<file path="src/hdl/prrp_pkg.sv">
package prrp_pkg;
	localparam int BUNDLE_IN_W  = 70;
	localparam int BUNDLE_OUT_W = 46;
	localparam int MAIN_W       = 6;
	localparam int POST_W       = 5;
	localparam int PRE_W        = 4;
	localparam int SEL_W        = 3;
	localparam int MODE_W       = 6;
	localparam int OP_W         = 2;
	localparam int LIN_W        = 4;
	localparam logic [SEL_W-1:0] SEL_MAIN = 3'h4;
	localparam logic [SEL_W-1:0] SEL_POST = 3'h2;
	localparam logic [SEL_W-1:0] SEL_PRE  = 3'h1;
	localparam logic [MODE_W-1:0] MODE_AN      = 6'h01;
	localparam logic [MODE_W-1:0] MODE_LT      = 6'h02;
	localparam logic [MODE_W-1:0] MODE_KR      = 6'h04;
	localparam logic [MODE_W-1:0] MODE_GIGE    = 6'h08;
	localparam logic [MODE_W-1:0] MODE_RSVD    = 6'h10;
	localparam logic [MODE_W-1:0] MODE_KR_FEC  = 6'h20;
	localparam logic [OP_W-1:0] DFE_OFF       = 2'h0;
	localparam logic [OP_W-1:0] DFE_TRIGGERED = 2'h1;
	localparam logic [OP_W-1:0] LIN_FROM_LT   = 2'h0;
	// Request kinds
	localparam logic [1:0] KIND_TXEQ = 2'h0;
	localparam logic [1:0] KIND_PCS  = 2'h1;
	localparam logic [1:0] KIND_DFE  = 2'h2;
	localparam logic [1:0] KIND_LIN  = 2'h3;
	// Controller register map (word byte addresses)
	localparam logic [3:0] ADDR_CTRL   = 4'h0;
	localparam logic [3:0] ADDR_STATUS = 4'h4;
	localparam logic [3:0] ADDR_REQ    = 4'h8;
	localparam logic [3:0] ADDR_COUNT  = 4'hC;
	localparam int CTRL_SPEED_BIT   = 0;
	localparam int CTRL_EQDONE_BIT  = 1;
	localparam int STAT_BUSY_BIT    = 0;
	localparam int STAT_PEND_BIT    = 1;
	localparam int STAT_RXEQEN_BIT  = 2;
	localparam logic [31:0] CTRL_RESET  = 32'h0000_0002;
	// Controller busy time in cycles
	localparam int WORK_CYCLES = 8;
	typedef enum logic [1:0] {
		PRRP_IDLE = 2'b00,
		PRRP_REQ  = 2'b01,
		PRRP_WAIT = 2'b11
	} prrp_state_t;
endpackage

</file>
<file path="src/hdl/prrp_if.sv">
`timescale 1ns/1ps
`default_nettype none
interface prrp_if;
	import prrp_pkg::*;
	logic                    reconfig_in_progress;
	logic                    tx_eq_update_request;
	logic [MAIN_W-1:0]       main_tap_value;
	logic [POST_W-1:0]       post_tap_value;
	logic [PRE_W-1:0]        pre_tap_value;
	logic [SEL_W-1:0]        tap_select;
	logic                    pcs_reconfig_request;
	logic [MODE_W-1:0]       pcs_mode;
	logic                    feedback_eq_request;
	logic [OP_W-1:0]         feedback_eq_op;
	logic                    linear_eq_request;
	logic [OP_W-1:0]         linear_eq_op;
	logic [LIN_W-1:0]        linear_eq_value;
	logic                    speed_request;
	logic                    rx_eq_enable;
	logic                    rx_eq_done;
	logic [BUNDLE_IN_W-1:0]  reconfig_bundle_in;
	logic [BUNDLE_OUT_W-1:0] reconfig_bundle_out;
	modport device (
		input  reconfig_in_progress, speed_request, rx_eq_done, reconfig_bundle_in,
		output tx_eq_update_request, main_tap_value, post_tap_value, pre_tap_value, tap_select,
		output pcs_reconfig_request, pcs_mode, feedback_eq_request, feedback_eq_op,
		output linear_eq_request, linear_eq_op, linear_eq_value, rx_eq_enable, reconfig_bundle_out
	);
	modport ctrl (
		output reconfig_in_progress, speed_request, rx_eq_done, reconfig_bundle_in,
		input  tx_eq_update_request, main_tap_value, post_tap_value, pre_tap_value, tap_select,
		input  pcs_reconfig_request, pcs_mode, feedback_eq_request, feedback_eq_op,
		input  linear_eq_request, linear_eq_op, linear_eq_value, rx_eq_enable, reconfig_bundle_out
	);
endinterface
`default_nettype wire

</file>
<file path="src/hdl/prrp_device.sv">
`timescale 1ns/1ps
`default_nettype none
module prrp_device
	import prrp_pkg::*;
#(
	parameter int N_IF = 1
) (
	input  wire logic            CLK,
	input  wire logic            SRST,
	input  wire logic            CE,
	prrp_if.device               LINK,
	input  wire logic            TXEQ_GO,
	input  wire logic [prrp_pkg::SEL_W-1:0]  TAP_SEL_IN,
	input  wire logic [prrp_pkg::MAIN_W-1:0] MAIN_IN,
	input  wire logic [prrp_pkg::POST_W-1:0] POST_IN,
	input  wire logic [prrp_pkg::PRE_W-1:0]  PRE_IN,
	input  wire logic            PCS_GO,
	input  wire logic [prrp_pkg::MODE_W-1:0] MODE_IN,
	input  wire logic            DFE_GO,
	input  wire logic [prrp_pkg::OP_W-1:0]   DFE_OP_IN,
	input  wire logic            LIN_GO,
	input  wire logic [prrp_pkg::OP_W-1:0]   LIN_OP_IN,
	input  wire logic [prrp_pkg::LIN_W-1:0]  LIN_VAL_IN,
	input  wire logic            AUTO_SPEED_EN,
	input  wire logic            AUTO_SPEED_1G,
	output logic                 REQ_READY,
	output logic                 REQ_REFUSED,
	output logic                 SPEED_1G,
	output logic                 LT_ALLOWED
);
	import prrp_pkg::*;

	// Packed operand words held by the start-and-hold cells
	localparam int TXEQ_W = SEL_W + MAIN_W + POST_W + PRE_W;
	localparam int LIN_OPW = OP_W + LIN_W;

	logic                  any_active;
	logic [3:0]            act;
	logic                  tx_go, pcs_go, dfe_go, lin_go;
	logic                  sel_ok, mode_ok, dfe_ok, lin_ok;
	logic [TXEQ_W-1:0]     txeq_data;
	logic [LIN_OPW-1:0]    lin_data;
	logic                  refused_q, refused_d;
	logic                  speed_q, speed_d;

	if (N_IF != 1) begin : g_n_if_check
		$error("prrp_device: only one reconfiguration interface is served");
	end

	// Legal operands only
	always_comb begin
		case (TAP_SEL_IN)
			SEL_MAIN: sel_ok = 1'b1;
			SEL_POST: sel_ok = 1'b1;
			SEL_PRE:  sel_ok = 1'b1;
			default:  sel_ok = 1'b0;
		endcase
		case (MODE_IN)
			MODE_AN:     mode_ok = 1'b1;
			MODE_LT:     mode_ok = 1'b1;
			MODE_KR:     mode_ok = 1'b1;
			MODE_GIGE:   mode_ok = 1'b1;
			MODE_KR_FEC: mode_ok = 1'b1;
			default:     mode_ok = 1'b0; // Reserved, all-zero and multi-hot codes
		endcase
		case (DFE_OP_IN)
			DFE_OFF:       dfe_ok = 1'b1;
			DFE_TRIGGERED: dfe_ok = 1'b1;
			default:       dfe_ok = 1'b0;
		endcase
		case (LIN_OP_IN)
			LIN_FROM_LT: lin_ok = 1'b1;
			default:     lin_ok = 1'b0;
		endcase
	end

	// One request at a time; priority tx-eq, pcs, dfe, linear
	assign any_active = |act || LINK.reconfig_in_progress;
	assign REQ_READY  = !any_active;

	always_comb begin
		tx_go  = 1'b0;
		pcs_go = 1'b0;
		dfe_go = 1'b0;
		lin_go = 1'b0;
		if (REQ_READY) begin
			if (TXEQ_GO) begin
				tx_go = sel_ok && LT_ALLOWED;
			end else if (PCS_GO) begin
				pcs_go = mode_ok;
			end else if (DFE_GO) begin
				dfe_go = dfe_ok;
			end else if (LIN_GO) begin
				lin_go = lin_ok;
			end
		end
	end

	// A cycle with a go but no request taken is reported one cycle later
	always_comb begin
		refused_d = (TXEQ_GO || PCS_GO || DFE_GO || LIN_GO)
			&& !(tx_go || pcs_go || dfe_go || lin_go);
	end

	always_ff @(posedge CLK) begin
		if (SRST) begin
			refused_q <= 1'b0;
		end else if (CE) begin
			refused_q <= refused_d;
		end
	end

	// Auto speed result wins while its sequencer is enabled
	always_comb begin
		if (AUTO_SPEED_EN) begin
			speed_d = AUTO_SPEED_1G;
		end else begin
			speed_d = LINK.speed_request;
		end
	end

	always_ff @(posedge CLK) begin
		if (SRST) begin
			speed_q <= 1'b0;
		end else if (CE) begin
			speed_q <= speed_d;
		end
	end

	assign REQ_REFUSED = refused_q;
	assign SPEED_1G    = speed_q;
	assign LT_ALLOWED  = LINK.rx_eq_done;

	prrp_start_hold #(.W(TXEQ_W)) u_txeq (
		.clk      (CLK),
		.srst     (SRST),
		.ce       (CE),
		.go       (tx_go),
		.data_in  ({TAP_SEL_IN, MAIN_IN, POST_IN, PRE_IN}),
		.busy     (LINK.reconfig_in_progress),
		.start    (LINK.tx_eq_update_request),
		.data_out (txeq_data),
		.active   (act[0])
	);
	// Main, post and pre taps held with their selector
	assign {LINK.tap_select, LINK.main_tap_value, LINK.post_tap_value, LINK.pre_tap_value} = txeq_data;

	prrp_start_hold #(.W(MODE_W)) u_pcs (
		.clk      (CLK),
		.srst     (SRST),
		.ce       (CE),
		.go       (pcs_go),
		.data_in  (MODE_IN),
		.busy     (LINK.reconfig_in_progress),
		.start    (LINK.pcs_reconfig_request),
		.data_out (LINK.pcs_mode),
		.active   (act[1])
	);

	prrp_start_hold #(.W(OP_W)) u_dfe (
		.clk      (CLK),
		.srst     (SRST),
		.ce       (CE),
		.go       (dfe_go),
		.data_in  (DFE_OP_IN),
		.busy     (LINK.reconfig_in_progress),
		.start    (LINK.feedback_eq_request),
		.data_out (LINK.feedback_eq_op),
		.active   (act[2])
	);

	prrp_start_hold #(.W(LIN_OPW)) u_lin (
		.clk      (CLK),
		.srst     (SRST),
		.ce       (CE),
		.go       (lin_go),
		.data_in  ({LIN_OP_IN, LIN_VAL_IN}),
		.busy     (LINK.reconfig_in_progress),
		.start    (LINK.linear_eq_request),
		.data_out (lin_data),
		.active   (act[3])
	);
	assign {LINK.linear_eq_op, LINK.linear_eq_value} = lin_data;

	// Only one interface is served, so the outbound bundle carries nothing
	assign LINK.rx_eq_enable        = 1'b0;
	assign LINK.reconfig_bundle_out = '0;
endmodule
`default_nettype wire

</file>
<file path="src/hdl/prrp_start_hold.sv">
`timescale 1ns/1ps
`default_nettype none
// One start output with its held operands: raised on a one-cycle go, dropped once
// busy is seen high, operands held until busy falls.
module prrp_start_hold #(
	parameter int W = 8
) (
	input  wire logic         clk,
	input  wire logic         srst,
	input  wire logic         ce,
	input  wire logic         go,
	input  wire logic [W-1:0] data_in,
	input  wire logic         busy,
	output logic              start,
	output logic [W-1:0]      data_out,
	output logic              active
);
	logic         start_q, start_d;
	logic         act_q, act_d;
	logic         seen_q, seen_d;
	logic [W-1:0] data_q, data_d;

	if (W < 1) begin : g_w_check
		$error("prrp_start_hold: W must be positive");
	end

	always_comb begin
		start_d = start_q;
		act_d   = act_q;
		seen_d  = seen_q;
		data_d  = data_q;
		if (!act_q && go) begin
			data_d  = data_in;
			start_d = 1'b1;
			act_d   = 1'b1;
			seen_d  = 1'b0;
		end else if (act_q) begin
			if (busy) begin
				start_d = 1'b0;
				seen_d  = 1'b1;
			end else if (seen_q) begin
				act_d = 1'b0;
			end
		end
	end

	always_ff @(posedge clk) begin
		if (srst) begin
			start_q <= 1'b0;
			act_q   <= 1'b0;
			seen_q  <= 1'b0;
			data_q  <= '0;
		end else if (ce) begin
			start_q <= start_d;
			act_q   <= act_d;
			seen_q  <= seen_d;
			data_q  <= data_d;
		end
	end

	assign start    = start_q;
	assign data_out = data_q;
	assign active   = act_q;
endmodule
`default_nettype wire

</file>
<file path="src/flat_wrapper.sv">
// flat-port wrapper written by rule: the top's interface ports become plain ports
module prrp_device_flat import prrp_pkg::*;
#(
	parameter int N_IF = 1
)
  (CLK, SRST, CE, TXEQ_GO, TAP_SEL_IN, MAIN_IN, POST_IN, PRE_IN, PCS_GO, MODE_IN, DFE_GO, DFE_OP_IN, LIN_GO, LIN_OP_IN, LIN_VAL_IN, AUTO_SPEED_EN, AUTO_SPEED_1G, REQ_READY, REQ_REFUSED, SPEED_1G, LT_ALLOWED, LINK_reconfig_in_progress, LINK_speed_request, LINK_rx_eq_done, LINK_reconfig_bundle_in, LINK_tx_eq_update_request, LINK_main_tap_value, LINK_post_tap_value, LINK_pre_tap_value, LINK_tap_select, LINK_pcs_reconfig_request, LINK_pcs_mode, LINK_feedback_eq_request, LINK_feedback_eq_op, LINK_linear_eq_request, LINK_linear_eq_op, LINK_linear_eq_value, LINK_rx_eq_enable, LINK_reconfig_bundle_out);
  prrp_if LINK_i ();
  input  wire logic CLK;
  input  wire logic SRST;
  input  wire logic CE;
  input  wire logic TXEQ_GO;
  input  wire logic [prrp_pkg::SEL_W-1:0] TAP_SEL_IN;
  input  wire logic [prrp_pkg::MAIN_W-1:0] MAIN_IN;
  input  wire logic [prrp_pkg::POST_W-1:0] POST_IN;
  input  wire logic [prrp_pkg::PRE_W-1:0] PRE_IN;
  input  wire logic PCS_GO;
  input  wire logic [prrp_pkg::MODE_W-1:0] MODE_IN;
  input  wire logic DFE_GO;
  input  wire logic [prrp_pkg::OP_W-1:0] DFE_OP_IN;
  input  wire logic LIN_GO;
  input  wire logic [prrp_pkg::OP_W-1:0] LIN_OP_IN;
  input  wire logic [prrp_pkg::LIN_W-1:0] LIN_VAL_IN;
  input  wire logic AUTO_SPEED_EN;
  input  wire logic AUTO_SPEED_1G;
  output logic REQ_READY;
  output logic REQ_REFUSED;
  output logic SPEED_1G;
  output logic LT_ALLOWED;
  input wire logic [$bits(LINK_i.reconfig_in_progress)-1:0] LINK_reconfig_in_progress;
  input wire logic [$bits(LINK_i.speed_request)-1:0] LINK_speed_request;
  input wire logic [$bits(LINK_i.rx_eq_done)-1:0] LINK_rx_eq_done;
  input wire logic [$bits(LINK_i.reconfig_bundle_in)-1:0] LINK_reconfig_bundle_in;
  output wire logic [$bits(LINK_i.tx_eq_update_request)-1:0] LINK_tx_eq_update_request;
  output wire logic [$bits(LINK_i.main_tap_value)-1:0] LINK_main_tap_value;
  output wire logic [$bits(LINK_i.post_tap_value)-1:0] LINK_post_tap_value;
  output wire logic [$bits(LINK_i.pre_tap_value)-1:0] LINK_pre_tap_value;
  output wire logic [$bits(LINK_i.tap_select)-1:0] LINK_tap_select;
  output wire logic [$bits(LINK_i.pcs_reconfig_request)-1:0] LINK_pcs_reconfig_request;
  output wire logic [$bits(LINK_i.pcs_mode)-1:0] LINK_pcs_mode;
  output wire logic [$bits(LINK_i.feedback_eq_request)-1:0] LINK_feedback_eq_request;
  output wire logic [$bits(LINK_i.feedback_eq_op)-1:0] LINK_feedback_eq_op;
  output wire logic [$bits(LINK_i.linear_eq_request)-1:0] LINK_linear_eq_request;
  output wire logic [$bits(LINK_i.linear_eq_op)-1:0] LINK_linear_eq_op;
  output wire logic [$bits(LINK_i.linear_eq_value)-1:0] LINK_linear_eq_value;
  output wire logic [$bits(LINK_i.rx_eq_enable)-1:0] LINK_rx_eq_enable;
  output wire logic [$bits(LINK_i.reconfig_bundle_out)-1:0] LINK_reconfig_bundle_out;
  assign LINK_i.reconfig_in_progress = LINK_reconfig_in_progress;
  assign LINK_i.speed_request = LINK_speed_request;
  assign LINK_i.rx_eq_done = LINK_rx_eq_done;
  assign LINK_i.reconfig_bundle_in = LINK_reconfig_bundle_in;
  assign LINK_tx_eq_update_request = LINK_i.tx_eq_update_request;
  assign LINK_main_tap_value = LINK_i.main_tap_value;
  assign LINK_post_tap_value = LINK_i.post_tap_value;
  assign LINK_pre_tap_value = LINK_i.pre_tap_value;
  assign LINK_tap_select = LINK_i.tap_select;
  assign LINK_pcs_reconfig_request = LINK_i.pcs_reconfig_request;
  assign LINK_pcs_mode = LINK_i.pcs_mode;
  assign LINK_feedback_eq_request = LINK_i.feedback_eq_request;
  assign LINK_feedback_eq_op = LINK_i.feedback_eq_op;
  assign LINK_linear_eq_request = LINK_i.linear_eq_request;
  assign LINK_linear_eq_op = LINK_i.linear_eq_op;
  assign LINK_linear_eq_value = LINK_i.linear_eq_value;
  assign LINK_rx_eq_enable = LINK_i.rx_eq_enable;
  assign LINK_reconfig_bundle_out = LINK_i.reconfig_bundle_out;
  prrp_device #(.N_IF(N_IF)) u_core (.CLK(CLK), .SRST(SRST), .CE(CE), .LINK(LINK_i), .TXEQ_GO(TXEQ_GO), .TAP_SEL_IN(TAP_SEL_IN), .MAIN_IN(MAIN_IN), .POST_IN(POST_IN), .PRE_IN(PRE_IN), .PCS_GO(PCS_GO), .MODE_IN(MODE_IN), .DFE_GO(DFE_GO), .DFE_OP_IN(DFE_OP_IN), .LIN_GO(LIN_GO), .LIN_OP_IN(LIN_OP_IN), .LIN_VAL_IN(LIN_VAL_IN), .AUTO_SPEED_EN(AUTO_SPEED_EN), .AUTO_SPEED_1G(AUTO_SPEED_1G), .REQ_READY(REQ_READY), .REQ_REFUSED(REQ_REFUSED), .SPEED_1G(SPEED_1G), .LT_ALLOWED(LT_ALLOWED));
endmodule
</file>
<file path="config.mk">
export PLATFORM = sky130hd
export DESIGN_NAME = prrp_device_flat
export DESIGN_NICKNAME = d
export VERILOG_FILES = /design/src/hdl/prrp_pkg.sv /design/src/hdl/prrp_if.sv /design/src/hdl/prrp_device.sv /design/src/hdl/prrp_start_hold.sv /design/src/flat_wrapper.sv
export SDC_FILE = /design/constraint.sdc
export NUM_CORES = 1
export LEC_CHECK = 0
export ABC_AREA = 1
export ABC_CLOCK_PERIOD_IN_PS = 1600
export BUFFER_PORTS_ARGS = -buffer_cell sky130_fd_sc_hd__buf_4
export CAP_MARGIN = 20
export CELL_PAD_IN_SITES_DETAIL_PLACEMENT = 1
export CELL_PAD_IN_SITES_GLOBAL_PLACEMENT = 1
export CORE_MARGIN = 8
export CORE_UTILIZATION = 25
export CTS_CLUSTER_DIAMETER = 200
export DETAILED_ROUTE_END_ITERATION = 12
export PLACE_DENSITY = 0.86
export SLEW_MARGIN = 15
export SYNTH_ARGS = -nofsm -noshare
export SYNTH_HDL_FRONTEND = slang
export SYNTH_SLANG_ARGS = --single-unit
export TNS_END_PERCENT = 5
</file>
<file path="constraint.sdc">
create_clock -name CLK -period 1.6 [get_ports CLK]
set_clock_uncertainty 0.05 [all_clocks]
set_input_delay 0.32 -clock CLK [delete_from_list [all_inputs] [get_ports CLK]]
set_output_delay 0.32 -clock CLK [all_outputs]
set_load 0.05 [all_outputs]
</file>
Yosys cells after proc, flatten, opt, wreduce, memory -nomap -nowiden
Cells that the tools add are included.
{"block": "totals", "wordCells": 121, "output_inout_bits": 87, "ff_bits": 46, "inputBits": 114}
{"block": "op_classes", "n_mux": 53, "n_reduce_logical": 41, "eq_ne": 9}
{"op": "$mux 1", "n": 53}
{"op": "$reduce_bool 2->1", "n": 8}
{"op": "$reduce_and 3->1", "n": 4}
{"op": "$reduce_and 2->1", "n": 4}
{"op": "$logic_or 1x1->1", "n": 7}
{"op": "$eq 6x1->1 const B", "n": 1}
{"op": "$eq 6x2->1 const B", "n": 1}
{"op": "$eq 6x3->1 const B", "n": 1}
{"op": "$eq 6x4->1 const B", "n": 1}
{"op": "$eq 6x6->1 const B", "n": 1}
{"op": "$logic_and 1x1->1", "n": 6}
{"op": "$logic_not 1->1", "n": 6}
{"op": "$reduce_or 5->1", "n": 1}
{"op": "$logic_not 2->1", "n": 2}
{"op": "$reduce_or 4->1", "n": 1}
{"op": "$eq 3x1->1 const B", "n": 1}
{"op": "$eq 3x2->1 const B", "n": 1}
{"op": "$eq 3x3->1 const B", "n": 1}
{"op": "$reduce_or 3->1", "n": 1}
{"op": "$eq 2x1->1 const B", "n": 1}
{"op": "$reduce_or 2->1", "n": 1}

Logic depth before layout (Yosys ltp)
Gate-level depths: netlist of the first run.
{"block": "logic_depth", "depth_word": 11, "mapped_depth": 10, "depth_no_buf": 9}

By module
From an unflattened synthesis of the first run, not the netlist that was laid out.
{"block": "hier_totals", "cells_unflattened": 381, "area_unflattened_um2": 2542.4}
{"mod": "prrp_start_hold at u_core.u_txeq", "area_per_inst_um2": 865.8, "cells_each": 130, "n_inst": 1}
{"mod": "prrp_start_hold at u_core.u_lin ...", "area_per_inst_um2": 377.9, "cells_each": 54, "n_inst": 2}
{"mod": "prrp_device", "area_per_inst_um2": 711.9, "cells_each": 114, "n_inst": 1}
{"mod": "prrp_start_hold at u_core.u_dfe", "area_per_inst_um2": 209.0, "cells_each": 29, "n_inst": 1}

Least setup slack after synthesis of the first run
No wires, ideal clock.
{"block": "synth_path", "path_type": "input-to-reg", "from": "input LINK_reconfig_in_progress", "to": "register u_core.u_txeq.data_q[12] (netlist: u_core.u_txeq.data_out[12])", "path_buffers": 3, "arrival_time_ps": 1531, "setup_time_ps": 69, "required_ps": 1481, "slack_ps": -50, "cell_stages": 10, "path_cell_list": "buf_6 -> clkinv_2 -> nand2_2 -> nor2_4 -> inv_2 -> nor2_4 -> buf_6 -> buf_12 -> nand3_2 -> a21oi_2"}
{"block": "synth_between", "elab_chain_cells": 4}
{"element": "start: declaration", "line_no": "flat_wrapper.sv:29", "text": "input wire logic [$bits(LINK_i.reconfig_in_progress)-1:0] LINK_reconfig_in_progress;"}
{"element": "$logic_or 1x1->1", "line_no": "prrp_device.sv:78", "text": "assign any_active = |act || LINK.reconfig_in_progress;"}
{"element": "$mux 1", "line_no": "prrp_device.sv:86", "text": "if (REQ_READY) begin"}
{"element": "$logic_and 1x1->1", "line_no": "prrp_start_hold.sv:32", "text": "if (!act_q && go) begin"}
{"element": "$reduce_and 2->1 (no line)"}
{"element": "end signal: assignment", "line_no": "prrp_start_hold.sv:57", "text": "data_q <= data_d;"}
{"element": "end: declaration", "line_no": "prrp_start_hold.sv:21", "text": "logic [W-1:0] data_q, data_d;"}
Every way passes these cells.
A chain may end at the register's enable or synchronous reset.

Worst setup path in the final report of the first run
{"block": "layout_path", "from": "register u_core.u_txeq.act_q (netlist: u_core.u_txeq.active)", "to": "output REQ_READY"}
{"block": "layout_between", "elab_chain_cells": 3}
{"element": "start: declaration", "line_no": "prrp_start_hold.sv:19", "text": "logic act_q, act_d;"}
{"element": "start signal: assignment", "line_no": "prrp_start_hold.sv:55", "text": "act_q <= act_d;"}
{"element": "$reduce_or 4->1", "line_no": "prrp_device.sv:78"}
{"element": "$logic_or 1x1->1", "line_no": "prrp_device.sv:78"}
{"element": "$logic_not 1->1", "line_no": "prrp_device.sv:79", "text": "assign REQ_READY = !any_active;"}
{"element": "end: declaration", "line_no": "flat_wrapper.sv:25", "text": "output logic REQ_READY;"}
Every way passes these cells.

==> out/results.tsv, run 1 <==
stage	metric	value	unit
job	number of max-cap violations	0	
floorplanning	core area	9550	um2
power	leakage power	1.43	nW
synth	flops & latches, synth	46	
synth	synth top area cells	dfxtp_1 (38%), buf_4 (16%), nand2_1 (12%)	
worst_setup_path	CP Launch Type	register	
sta	WHS	0.213	ns
sta	FMAX	650	MHz
status	status	finished clean	
detailed_routing	vias	2169	
floorplanning	placement row count	36	
worst_setup_path	worst path bufs/invs	1	
cts	Sink Count	46	
power	Comb pwr share	23.2	%
layout	final core utilization	33.1	%
synth	YS warnings	0	
place	RePlAce Congestion	0.743	
worst_setup_path	CP Launch Point	u_core.u_txeq.active	
worst_setup_path	Max stage delay on crit path	0.36	ns
synth	Async S/R FF share, synth	0	%
place	IO buf count	83	
layout	synthesis-to-finish area growth	31.2	%
detailed_routing	routed len/inst	13.4	um
detailed_routing	Routed WL	7240	um
synth	Post-Syn Instances	319	
detailed_routing	TritonRoute pass-1 iters	4	
detailed_routing	Final ANT Viol Nets	0	
worst_setup_path	Setup crit end kind	output port	
sta	Fin. Hold Viols	0	
detailed_routing	routed vias/inst	4.00	
hold_path	HP Class	input pin to register	
floorplanning	Die X	114	um
place	dpl cells	532	
grt	layer with the highest usage	met2	
worst_setup_path	crit path cell chain	nor2_4 -> nand2_4 -> nor2_4 -> buf_6	
grt	vias in the first global route	2362	
synth	sequential fraction of the synthesis area	38.2	%
cts	worst skew pair latency	0.30	ns
floorplanning	Initial Util	25.3	%
worst_setup_path	r2r startpoint	u_core.u_txeq.active	
synth	EDFF count, synth	0	
hold_path	hold path depth	3	
power	maximum vdd drop	0.290	mV
hold_path	hold path startpoint	MAIN_IN[2]	
layout	layout cells sized above 1	34.5	%
worst_setup_path	crit path DAT	1.17	ns
cts	CTS Buf Count	5	
worst_setup_path	CP Class	register to output port	
power	internal power	1.61	mW
worst_setup_path	R2R Setup Slk	0.09	ns
floorplanning	Die Ht	114	um
synth	top_reg_cell synth	dfxtp_1	
worst_setup_path	kind of cell adding the most delay to the critical path	flip-flops	
worst_setup_path	crit path max fanout	4	
synth	Syn Area/Cell	7.56	um2
grt	M1 GR Usage	10.6	%
sta	Setup WS post-layout	0.0625	ns
detailed_routing	first-iteration detailed-routing DRC count	40	
sta	fin crit share	96.1	%
place	Final HPWL DP	5820	um
floorplanning	io pins	201	
synth	area of the mapped netlist	2410	um2
layout	final std cells w/o fill	542	
hold_path	Hold EP	u_core.u_txeq.data_out[11]	
cts	Root Driver	clkbuf_8	
grt	GRT overflow	0	
cts	CTS tree	done	
worst_setup_path	CP required	1.23	ns
grt	GRT met2 Usage	20.7	%
grt	GR Util All Layers	10.7	%
sta	Fin Setup TNS	0	ns
grt	met3 GRT Util	3.59	%
layout	Antenna Diode Count	0	
synth	area leader, netlist	dfxtp_1	
cts	H-tree levels	2	
sta	Period minus WS final	1.54	ns
synth	Yosys top cell area share	38.2	%
sta	Finish-stage setup viols	0	
cts	clk slew on worst S/H paths	0.09	ns
sta	Pins Over Slew Limit	0	
synth	Synth cell types	26	
power	Clk pwr share	29.6	%
sta	RSZ-0062 raised after global routing	true	
place	pre-CTS WS	-0.0746	ns
layout	Final #Nets	522	
grt	first-pass GRT wire length	11400	um
power	PD cells	781	nW/um2
worst_setup_path	Critical Path Slowest Stage Cell	dfxtp_2	
cts	CTS Buffer Depth	2	
power	switching part of the total	35.0	%
worst_setup_path	reg2reg path depth	8	
floorplanning	die area	13000	um2
power	sequential group share of total power	47.2	%
worst_setup_path	r2r endpoint	u_core.u_txeq.data_out[4]	
grt	antenna violations before repair	0	
grt	largest net degree at the start of global routing	40	
cts	cts hold-fix bufs	0	
power	Psw	0.865	mW
detailed_routing	post-route DRC violation count	0	
worst_setup_path	most used cell, CP	nor2_4	
power groups by stage:
| stage | clock, mW | sequential [mW] | combinational, mW |
|---|---|---|---|
| 4_1_cts | 0.773 | 1.17 | 0.571 |
| 6_report | 0.731 | 1.17 | 0.574 |
| 3_5_place_dp | 0 | 1.19 | 0.569 |
| 3_3_place_gp | 0 | 1.19 | 0.559 |
| 5_1_grt | 0.823 | 1.17 | 0.611 |
| 2_1_floorplan | 0 | 1.23 | 0.465 |
area by class of cell:
class                           count  area (um2)
Clock buffer                        5        68.8
Multi-Input combinational cell    226        1110
Clock inverter                      3        18.8
Fill cell                        1218        6380
Inverter                           32         125
Timing Repair Buffer               97         757
Sequential cell                    46         923
Tap cell                          133         166
state kept, by name, summed over array words and instances (netlist names), 2 cells and up:
signal                  cells
u_core.u_lin.data_out       6
u_core.u_txeq.data_out     18
u_core.u_pcs.data_out       6
u_core.u_dfe.data_out       2
metrics by stage:
| stage | total power, mW | instance area (um2) |
|---|---|---|
| 3_3_place_gp | 1.75 | 3050 |
| 6_report | 2.47 | 3170 |
| 5_1_grt | 2.60 | 3170 |
| 3_5_place_dp | 1.76 | 3050 |
| 4_1_cts | 2.51 | 3140 |
| 2_1_floorplan | 1.70 | 2600 |
how the worst max path moves through the flow:
stage                     cells after the start                          to
after floorplan                              10  u_core.u_txeq.data_out[12]
after global placement                        8  u_core.u_txeq.data_out[10]
after detailed placement                      8    u_core.u_lin.data_out[1]
after CTS                                     4                   REQ_READY
after global routing                          9  u_core.u_txeq.data_out[14]
final                                         4                   REQ_READY
cell usage after synthesis (3+ instances only):
cell type  count
buf_2          3
nand3_1       17
nor2_1        21
o21ai_0        5
nand2_1       74
nand3_2       12
inv_1         29
a21oi_1       25
dfxtp_1       46
clkbuf_1       4
buf_4         50
nor2_4         3
nand4_1        5
a21oi_2       10
logic make-up after synthesis:
| group | after synthesis | synth area share, % |
|---|---|---|
| and+or+nand+nor | 135 | 26.8 |
| buffers and inverters | 93 | 23.8 |
| DFF | 46 | 38.2 |
| AOI/OAI and AO/OA | 44 | 11.1 |
| other | 1 | 0.155 |
worst min-delay path, stage by stage:
cell	delay, ns
buf_4	0.11
nand3_2	0.05
a21oi_2	0.04
repair_timing:
| item | in CTS | in global routing |
|---|---|---|
| resized for setup | 1 | 6 |
| hold endpoints to repair | 0 | 0 |
| gates cloned | 0 | 0 |
| endpoints found under the setup margin | 1 | 33 |
| setup buffers | 0 | 2 |
| pin swaps | 1 | 3 |
placed cells by master, fill, tap and decap left out, types with 10 or more instances in the layout:
cell type	instances
nor2_1	20
inv_1	28
a21oi_2	10
nand3_1	17
a21oi_1	25
nand2_1	73
dfxtp_1	44
conb_1	47
nand3_2	12
buf_4	94
layer usage:
layer / wire length (um) / part of all wire (%)
met1: 2760 / 38
met2: 3890 / 54
met3: 551 / 7.6
met4: 32 / 0.44
met5: 0 / 0
(Power assumes the default switching activity.)
==> inputs of run 2 (changes only) <==
--- a/config.mk
+++ b/config.mk
@@ -6,16 +6,17 @@
 export NUM_CORES = 1
 export LEC_CHECK = 0
 export ABC_AREA = 1
-export ABC_CLOCK_PERIOD_IN_PS = 1600
+export ABC_CLOCK_PERIOD_IN_PS = 1920
 export BUFFER_PORTS_ARGS = -buffer_cell sky130_fd_sc_hd__buf_4
 export CAP_MARGIN = 20
 export CELL_PAD_IN_SITES_DETAIL_PLACEMENT = 1
 export CELL_PAD_IN_SITES_GLOBAL_PLACEMENT = 1
 export CORE_MARGIN = 8
-export CORE_UTILIZATION = 25
+export CORE_UTILIZATION = 27
 export CTS_CLUSTER_DIAMETER = 200
 export DETAILED_ROUTE_END_ITERATION = 12
-export PLACE_DENSITY = 0.86
+export MAX_ROUTING_LAYER = met4
+export PLACE_DENSITY = 0.92
 export SLEW_MARGIN = 15
 export SYNTH_ARGS = -nofsm -noshare
 export SYNTH_HDL_FRONTEND = slang
==> constraint.sdc (replaced) <==
create_clock -name CLK -period 1.92 [get_ports CLK]
set_clock_uncertainty 0.05 [all_clocks]
set_input_delay 0.384 -clock CLK [delete_from_list [all_inputs] [get_ports CLK]]
set_output_delay 0.384 -clock CLK [all_outputs]
set_load 0.05 [all_outputs]
==> out/results.tsv, run 2 (synthesis results as in run 1) <==
stage	metric	value	unit	change
layout	most common cell after layout, fill and taps aside	buf_4		
worst_setup_path	WP depth	4		unchanged
worst_setup_path	worst path bufs/invs	1		unchanged
worst_setup_path	crit path DAT	1.22	ns	+0.05 ns
sta	FMAX	606	MHz	
worst_setup_path	CP required	1.49	ns	+0.26 ns
floorplanning	core area	8680	um2	-9.1%
cts	post-CTS sizing	0		-1
detailed_routing	first-iteration detailed-routing DRC count	125		+210%
cts	setup bufs post-CTS	0		unchanged
sta	WHS	0.282	ns	+0.0693 ns
power	switching part of the total	33.3	%	-1.7 points
sta	Pins Over Slew Limit	0		unchanged
grt	GRT met2 Usage	20.1	%	-0.63 points
grt	largest net degree at the start of global routing	28		-30%
layout	commonest non-fill, non-tap cells in the layout	buf_4 (90), nand2_1 (74), conb_1 (47), dfxtp_1 (46), inv_1 (29)		
power	Clk pwr share	29.0	%	-0.6 points
floorplanning	placement row count	34		-5.6%
place	IO buf count	83		unchanged
worst_setup_path	Max stage delay on crit path	0.35	ns	about the same
sta	Fin. Hold Viols	0		unchanged
sta	RSZ-0062 raised after global routing	false		
worst_setup_path	R2R Setup Slk	0.37	ns	+0.28 ns
layout	max reg flops	18		unchanged
detailed_routing	Final ANT Viol Nets	0		unchanged
cts	Root Driver	clkbuf_8		
detailed_routing	Routed WL	7050	um	-2.6%
detailed_routing	vias	2149		-0.92%
cts	H-tree levels	2		unchanged
power	Comb pwr share	22.8	%	-0.4 points
grt	M1 GR Usage	12.9	%	+2.3 points
worst_setup_path	crit path cell chain	nor2_2 -> nand2_2 -> nor2_4 -> buf_4		
worst_setup_path	CP Class	register to output port		
cts	CTS tree	done		
place	RePlAce Congestion	0.747		+0.61%
grt	GRT overflow	0		unchanged
cts	clk slew on worst S/H paths	0.08	ns	about the same
place	pre-CTS WS	0.170	ns	+0.245 ns
layout	layout cells sized above 1	31.8	%	-2.7 points
power	leakage power	1.38	nW	-3.8%
worst_setup_path	reg2reg path depth	8		unchanged
grt	antenna violations before repair	0		unchanged
power	internal power	1.35	mW	-16%
worst_setup_path	CP Launch Type	register		
sta	Fin Setup TNS	0	ns	unchanged
grt	GR Util All Layers	11.7	%	+1.0 points
detailed_routing	TritonRoute pass-1 iters	4		unchanged
grt	first-pass GRT wire length	11800	um	+3.8%
status	status	finished clean		
worst_setup_path	Setup crit end kind	output port		
sta	fin crit share	86.0	%	
hold_path	Hold EP	u_core.u_dfe.data_out[0]		
grt	layer with the highest usage	met2		
detailed_routing	routed len/inst	13.9	um	+3.9%
place	Final HPWL DP	5770	um	-0.87%
detailed_routing	post-route DRC violation count	0		unchanged
worst_setup_path	r2r startpoint	u_core.u_txeq.active		
worst_setup_path	Critical Path Slowest Stage Cell	dfxtp_1		
place	Placed Area	2940	um2	-3.4%
floorplanning	io pins	201		unchanged
layout	synthesis-to-finish area growth	25.5	%	
sta	Period minus WS final	1.65	ns	
cts	CTS Buffer Depth	2		unchanged
detailed_routing	routed vias/inst	4.23		+5.7%
place	dpl cells	502		-5.6%
layout	Final #Nets	515		-1.3%
layout	final std cells w/o fill	508		-6.3%
grt	vias in the first global route	2369		+0.30%
worst_setup_path	r2r endpoint	u_core.u_txeq.data_out[8]		
cts	worst skew pair latency	0.29	ns	about the same
floorplanning	die area	12200	um2	-6.4%
floorplanning	Initial Util	27.8	%	+2.5 points
sta	Setup WS post-layout	0.269	ns	+0.207 ns
hold_path	hold path startpoint	DFE_OP_IN[0]		
cts	Sink Count	46		unchanged
job	number of max-cap violations	0		unchanged
hold_path	HP Class	input pin to register		
cts	cts hold-fix bufs	0		unchanged
hold_path	hold path depth	3		unchanged
worst_setup_path	crit path max fanout	5		+1
layout	Antenna Diode Count	0		unchanged
floorplanning	Die X	111	um	-3.2%
worst_setup_path	CP Launch Point	u_core.u_txeq.active		
floorplanning	Die Ht	111	um	-3.2%
power	PD cells	666	nW/um2	-15%
power	Psw	0.671	mW	-22%
power	sequential group share of total power	48.2	%	+1.0 points
sta	Finish-stage setup viols	0		unchanged
worst_setup_path	kind of cell adding the most delay to the critical path	flip-flops		
power	maximum vdd drop	0.381	mV	+31%
cts	CTS Buf Count	5		unchanged
layout	final instance area	3030	um2	-4.4%
grt	met3 GRT Util	3.79	%	+0.20 points
==> run 2: cell count changes in the layout (fill, tap and decap cells not counted), moves of 2 or more <==
cell	before	now
buf_4	94	90
dfxtp_1	44	46
buf_12	2	0
dfxtp_2	2	0
==> run 2: how the worst max path moves through the flow <==
stage / endpoint / slack [ns]
after floorplan: u_core.u_txeq.data_out[12] / 0.21
after global placement: u_core.u_lin.data_out[0] / 0.25
after detailed placement: u_core.u_lin.data_out[3] / 0.17
after CTS: REQ_READY / 0.24
after global routing: REQ_READY / 0.17
final: REQ_READY / 0.27
==> run 2: layout make-up <==
cell class,instances,area (um2)
inverters,32,121
repair buffers,90,676
flip-flops and latches,46,921
well taps,108,135
fillers,1111,5650
clock buffers,6,82.6
multi-input cells,226,1090
==> run 2: power by group through the flow <==
stage          Sequential [mW]  Clock [mW]  Combinational [mW]
2_1_floorplan             1.03           0               0.384
5_1_grt                  0.974       0.659               0.491
4_1_cts                  0.972       0.624               0.461
3_3_place_gp             0.993           0               0.451
3_5_place_dp             0.994           0               0.460
6_report                 0.971       0.585               0.461
==> run 2: metrics by stage <==
stage	power [mW]	utilization [%]
final	2.02	34.9
after global routing	2.12	34.9
after global placement	1.44	33.9
after floorplan	1.41	-
after detailed placement	1.45	33.9
after CTS	2.06	34.9
==> run 2: worst register-to-register path, delay by kind of cell, from the launching register on <==
| kind | cells | cell delay (ns) |
|---|---|---|
| buf+inv | 2 | 0.33 |
| compound gates | 1 | 0.16 |
| flops | 1 | 0.35 |
| simple gates | 5 | 0.59 |
==> run 2: metal layers <==
layer | vias up | part of all wire (%)
met1 | 1000 | 43
met3 | 6 | 6.0
met4 | 0 | 0.95
li1 | 1068 | -
met5 | - | 0
met2 | 75 | 50
==> inputs of run 3 (changes only) <==
--- a/config.mk
+++ b/config.mk
@@ -6,17 +6,17 @@
 export NUM_CORES = 1
 export LEC_CHECK = 0
 export ABC_AREA = 1
-export ABC_CLOCK_PERIOD_IN_PS = 1920
+export ABC_CLOCK_PERIOD_IN_PS = 1800
 export BUFFER_PORTS_ARGS = -buffer_cell sky130_fd_sc_hd__buf_4
 export CAP_MARGIN = 20
 export CELL_PAD_IN_SITES_DETAIL_PLACEMENT = 1
 export CELL_PAD_IN_SITES_GLOBAL_PLACEMENT = 1
 export CORE_MARGIN = 8
-export CORE_UTILIZATION = 27
+export CORE_UTILIZATION = 25
 export CTS_CLUSTER_DIAMETER = 200
 export DETAILED_ROUTE_END_ITERATION = 12
 export MAX_ROUTING_LAYER = met4
-export PLACE_DENSITY = 0.92
+export PLACE_DENSITY = 0.86
 export SLEW_MARGIN = 15
 export SYNTH_ARGS = -nofsm -noshare
 export SYNTH_HDL_FRONTEND = slang
==> constraint.sdc (replaced) <==
create_clock -name CLK -period 1.8 [get_ports CLK]
set_clock_uncertainty 0.05 [all_clocks]
set_input_delay 0.36 -clock CLK [delete_from_list [all_inputs] [get_ports CLK]]
set_output_delay 0.36 -clock CLK [all_outputs]
set_load 0.05 [all_outputs]
==> out/results.tsv, run 3 (synthesis results as in run 1) <==
stage	metric	value	unit	change
cts	CTS tree	done		
sta	Pins Over Slew Limit	0		unchanged
layout	final core utilization	32.4	%	-2.4 points
power	leakage power	1.40	nW	+1.2%
detailed_routing	TritonRoute pass-1 iters	4		unchanged
detailed_routing	first-iteration detailed-routing DRC count	63		-50%
place	RePlAce Congestion	0.708		-5.2%
floorplanning	core area	9550	um2	+10%
layout	Final #Nets	515		unchanged
grt	vias in the first global route	2289		-3.4%
worst_setup_path	crit path DAT	1.25	ns	+0.03 ns
layout	synthesis-to-finish area growth	28.4	%	
layout	commonest non-fill, non-tap cells in the layout	buf_4 (89), nand2_1 (74), conb_1 (47), dfxtp_1 (46), inv_1 (29)		
place	pre-CTS WS	0.0429	ns	-0.127 ns
place	dpl cells	527		+5.0%
worst_setup_path	crit path max fanout	5		unchanged
sta	Finish-stage setup viols	0		unchanged
cts	CTS Buf Count	5		unchanged
floorplanning	Die Ht	114	um	+3.4%
layout	most common cell after layout, fill and taps aside	buf_4		
sta	fin crit share	92.4	%	
detailed_routing	Routed WL	7090	um	+0.62%
worst_setup_path	CP required	1.39	ns	-0.10 ns
grt	GRT overflow	0		unchanged
floorplanning	io pins	201		unchanged
power	maximum vdd drop	0.315	mV	-17%
detailed_routing	vias	2157		+0.37%
cts	Root Driver	clkbuf_8		
place	Final HPWL DP	5750	um	-0.38%
place	IO buf count	83		unchanged
cts	Sink Count	46		unchanged
sta	Period minus WS final	1.66	ns	
worst_setup_path	CP Class	register to output port		
layout	Antenna Diode Count	0		unchanged
detailed_routing	Final ANT Viol Nets	0		unchanged
sta	RSZ-0062 raised after global routing	false		
worst_setup_path	Setup crit end kind	output port		
job	number of max-cap violations	0		unchanged
cts	CTS Buffer Depth	2		unchanged
detailed_routing	post-route DRC violation count	0		unchanged
cts	post-CTS sizing	0		unchanged
cts	clk slew on worst S/H paths	0.09	ns	about the same
layout	max reg flops	18		unchanged
layout	final std cells w/o fill	535		+5.3%
layout	layout cells sized above 1	32.1	%	+0.34 points
floorplanning	Die X	114	um	+3.4%
cts	worst skew pair latency	0.30	ns	about the same
cts	cts hold-fix bufs	0		unchanged
floorplanning	Initial Util	25.3	%	-2.5 points
cts	setup bufs post-CTS	0		unchanged
grt	antenna violations before repair	0		unchanged
detailed_routing	routed vias/inst	4.03		-4.7%
sta	Fin. Hold Viols	0		unchanged
power	PD cells	745	nW/um2	+12%
sta	Setup WS post-layout	0.136	ns	-0.133 ns
sta	Fin Setup TNS	0	ns	unchanged
grt	GR Util All Layers	10.9	%	-0.85 points
grt	first-pass GRT wire length	11300	um	-4.2%
sta	FMAX	601	MHz	
status	status	finished clean		
cts	H-tree levels	2		unchanged
floorplanning	placement row count	36		+5.9%
grt	largest net degree at the start of global routing	28		unchanged
worst_setup_path	CP Launch Type	register		
floorplanning	die area	13000	um2	+6.8%
detailed_routing	routed len/inst	13.3	um	-4.5%
hold_path	HP Class	input pin to register		
==> run 3: cell count changes in the layout (fill, tap and decap cells not counted) <==
cell,change
clkbuf_8,-1
buf_4,-1
buf_12,+1
bufinv_16,+1
clkinv_2,+2
==> run 3: worst paths after layout <==
check	from	slack [ns]	depth (start not counted)	endpoint
worst min-delay path	DFE_OP_IN[0]	0.23	3	u_core.u_dfe.data_out[0]
worst max register to register	u_core.u_txeq.active	0.22	9	u_core.u_txeq.seen_q
worst max-delay path	u_core.u_txeq.active	0.14	4	REQ_READY
worst min register to register	u_core.u_pcs.data_out[4]	0.40	2	u_core.u_pcs.data_out[4]
==> run 3: critical path, cell delays in order (launching register included) <==
cell and delay [ns]:
dfxtp_1 0.35, nor2_2 0.12, nand2_2 0.07, nor2_4 0.17, buf_4 0.24
==> run 3: metal layers <==
metal	wire length [um]	GRT usage (%)	vias to the layer above
met1	2920	12.4	1000
li1	-	-	1069
met2	3510	18.5	84
met5	0	-	-
met3	580	2.74	4
met4	81	3.19	0
==> run 3: report_power, final <==
group / leakage (nW) / switching [mW] / internal [mW]
clock: 0.0579 / 0.367 / 0.409
combinational: 0.966 / 0.382 / 0.112
sequential: 0.371 / 0.00743 / 1.03
==> run 3: final cells by class <==
cell class	instances	area (um2)
inverter	32	121
clock buffer	5	68.8
clock inverter	3	40.0
timing repair buffer	90	688
fill	1205	6450
multi-input combinational	226	1090
sequential	46	921
tap	133	166
==> run 3: stage by stage <==
stage	total power [mW]	hold slack, ns	instance area [um2]
2_1_floorplan	1.50	0.390	2580
5_1_grt	2.42	0.239	3100
3_5_place_dp	1.55	0.385	2990
4_1_cts	2.34	0.230	3100
3_3_place_gp	1.54	0.379	2990
6_report	2.31	0.233	3100
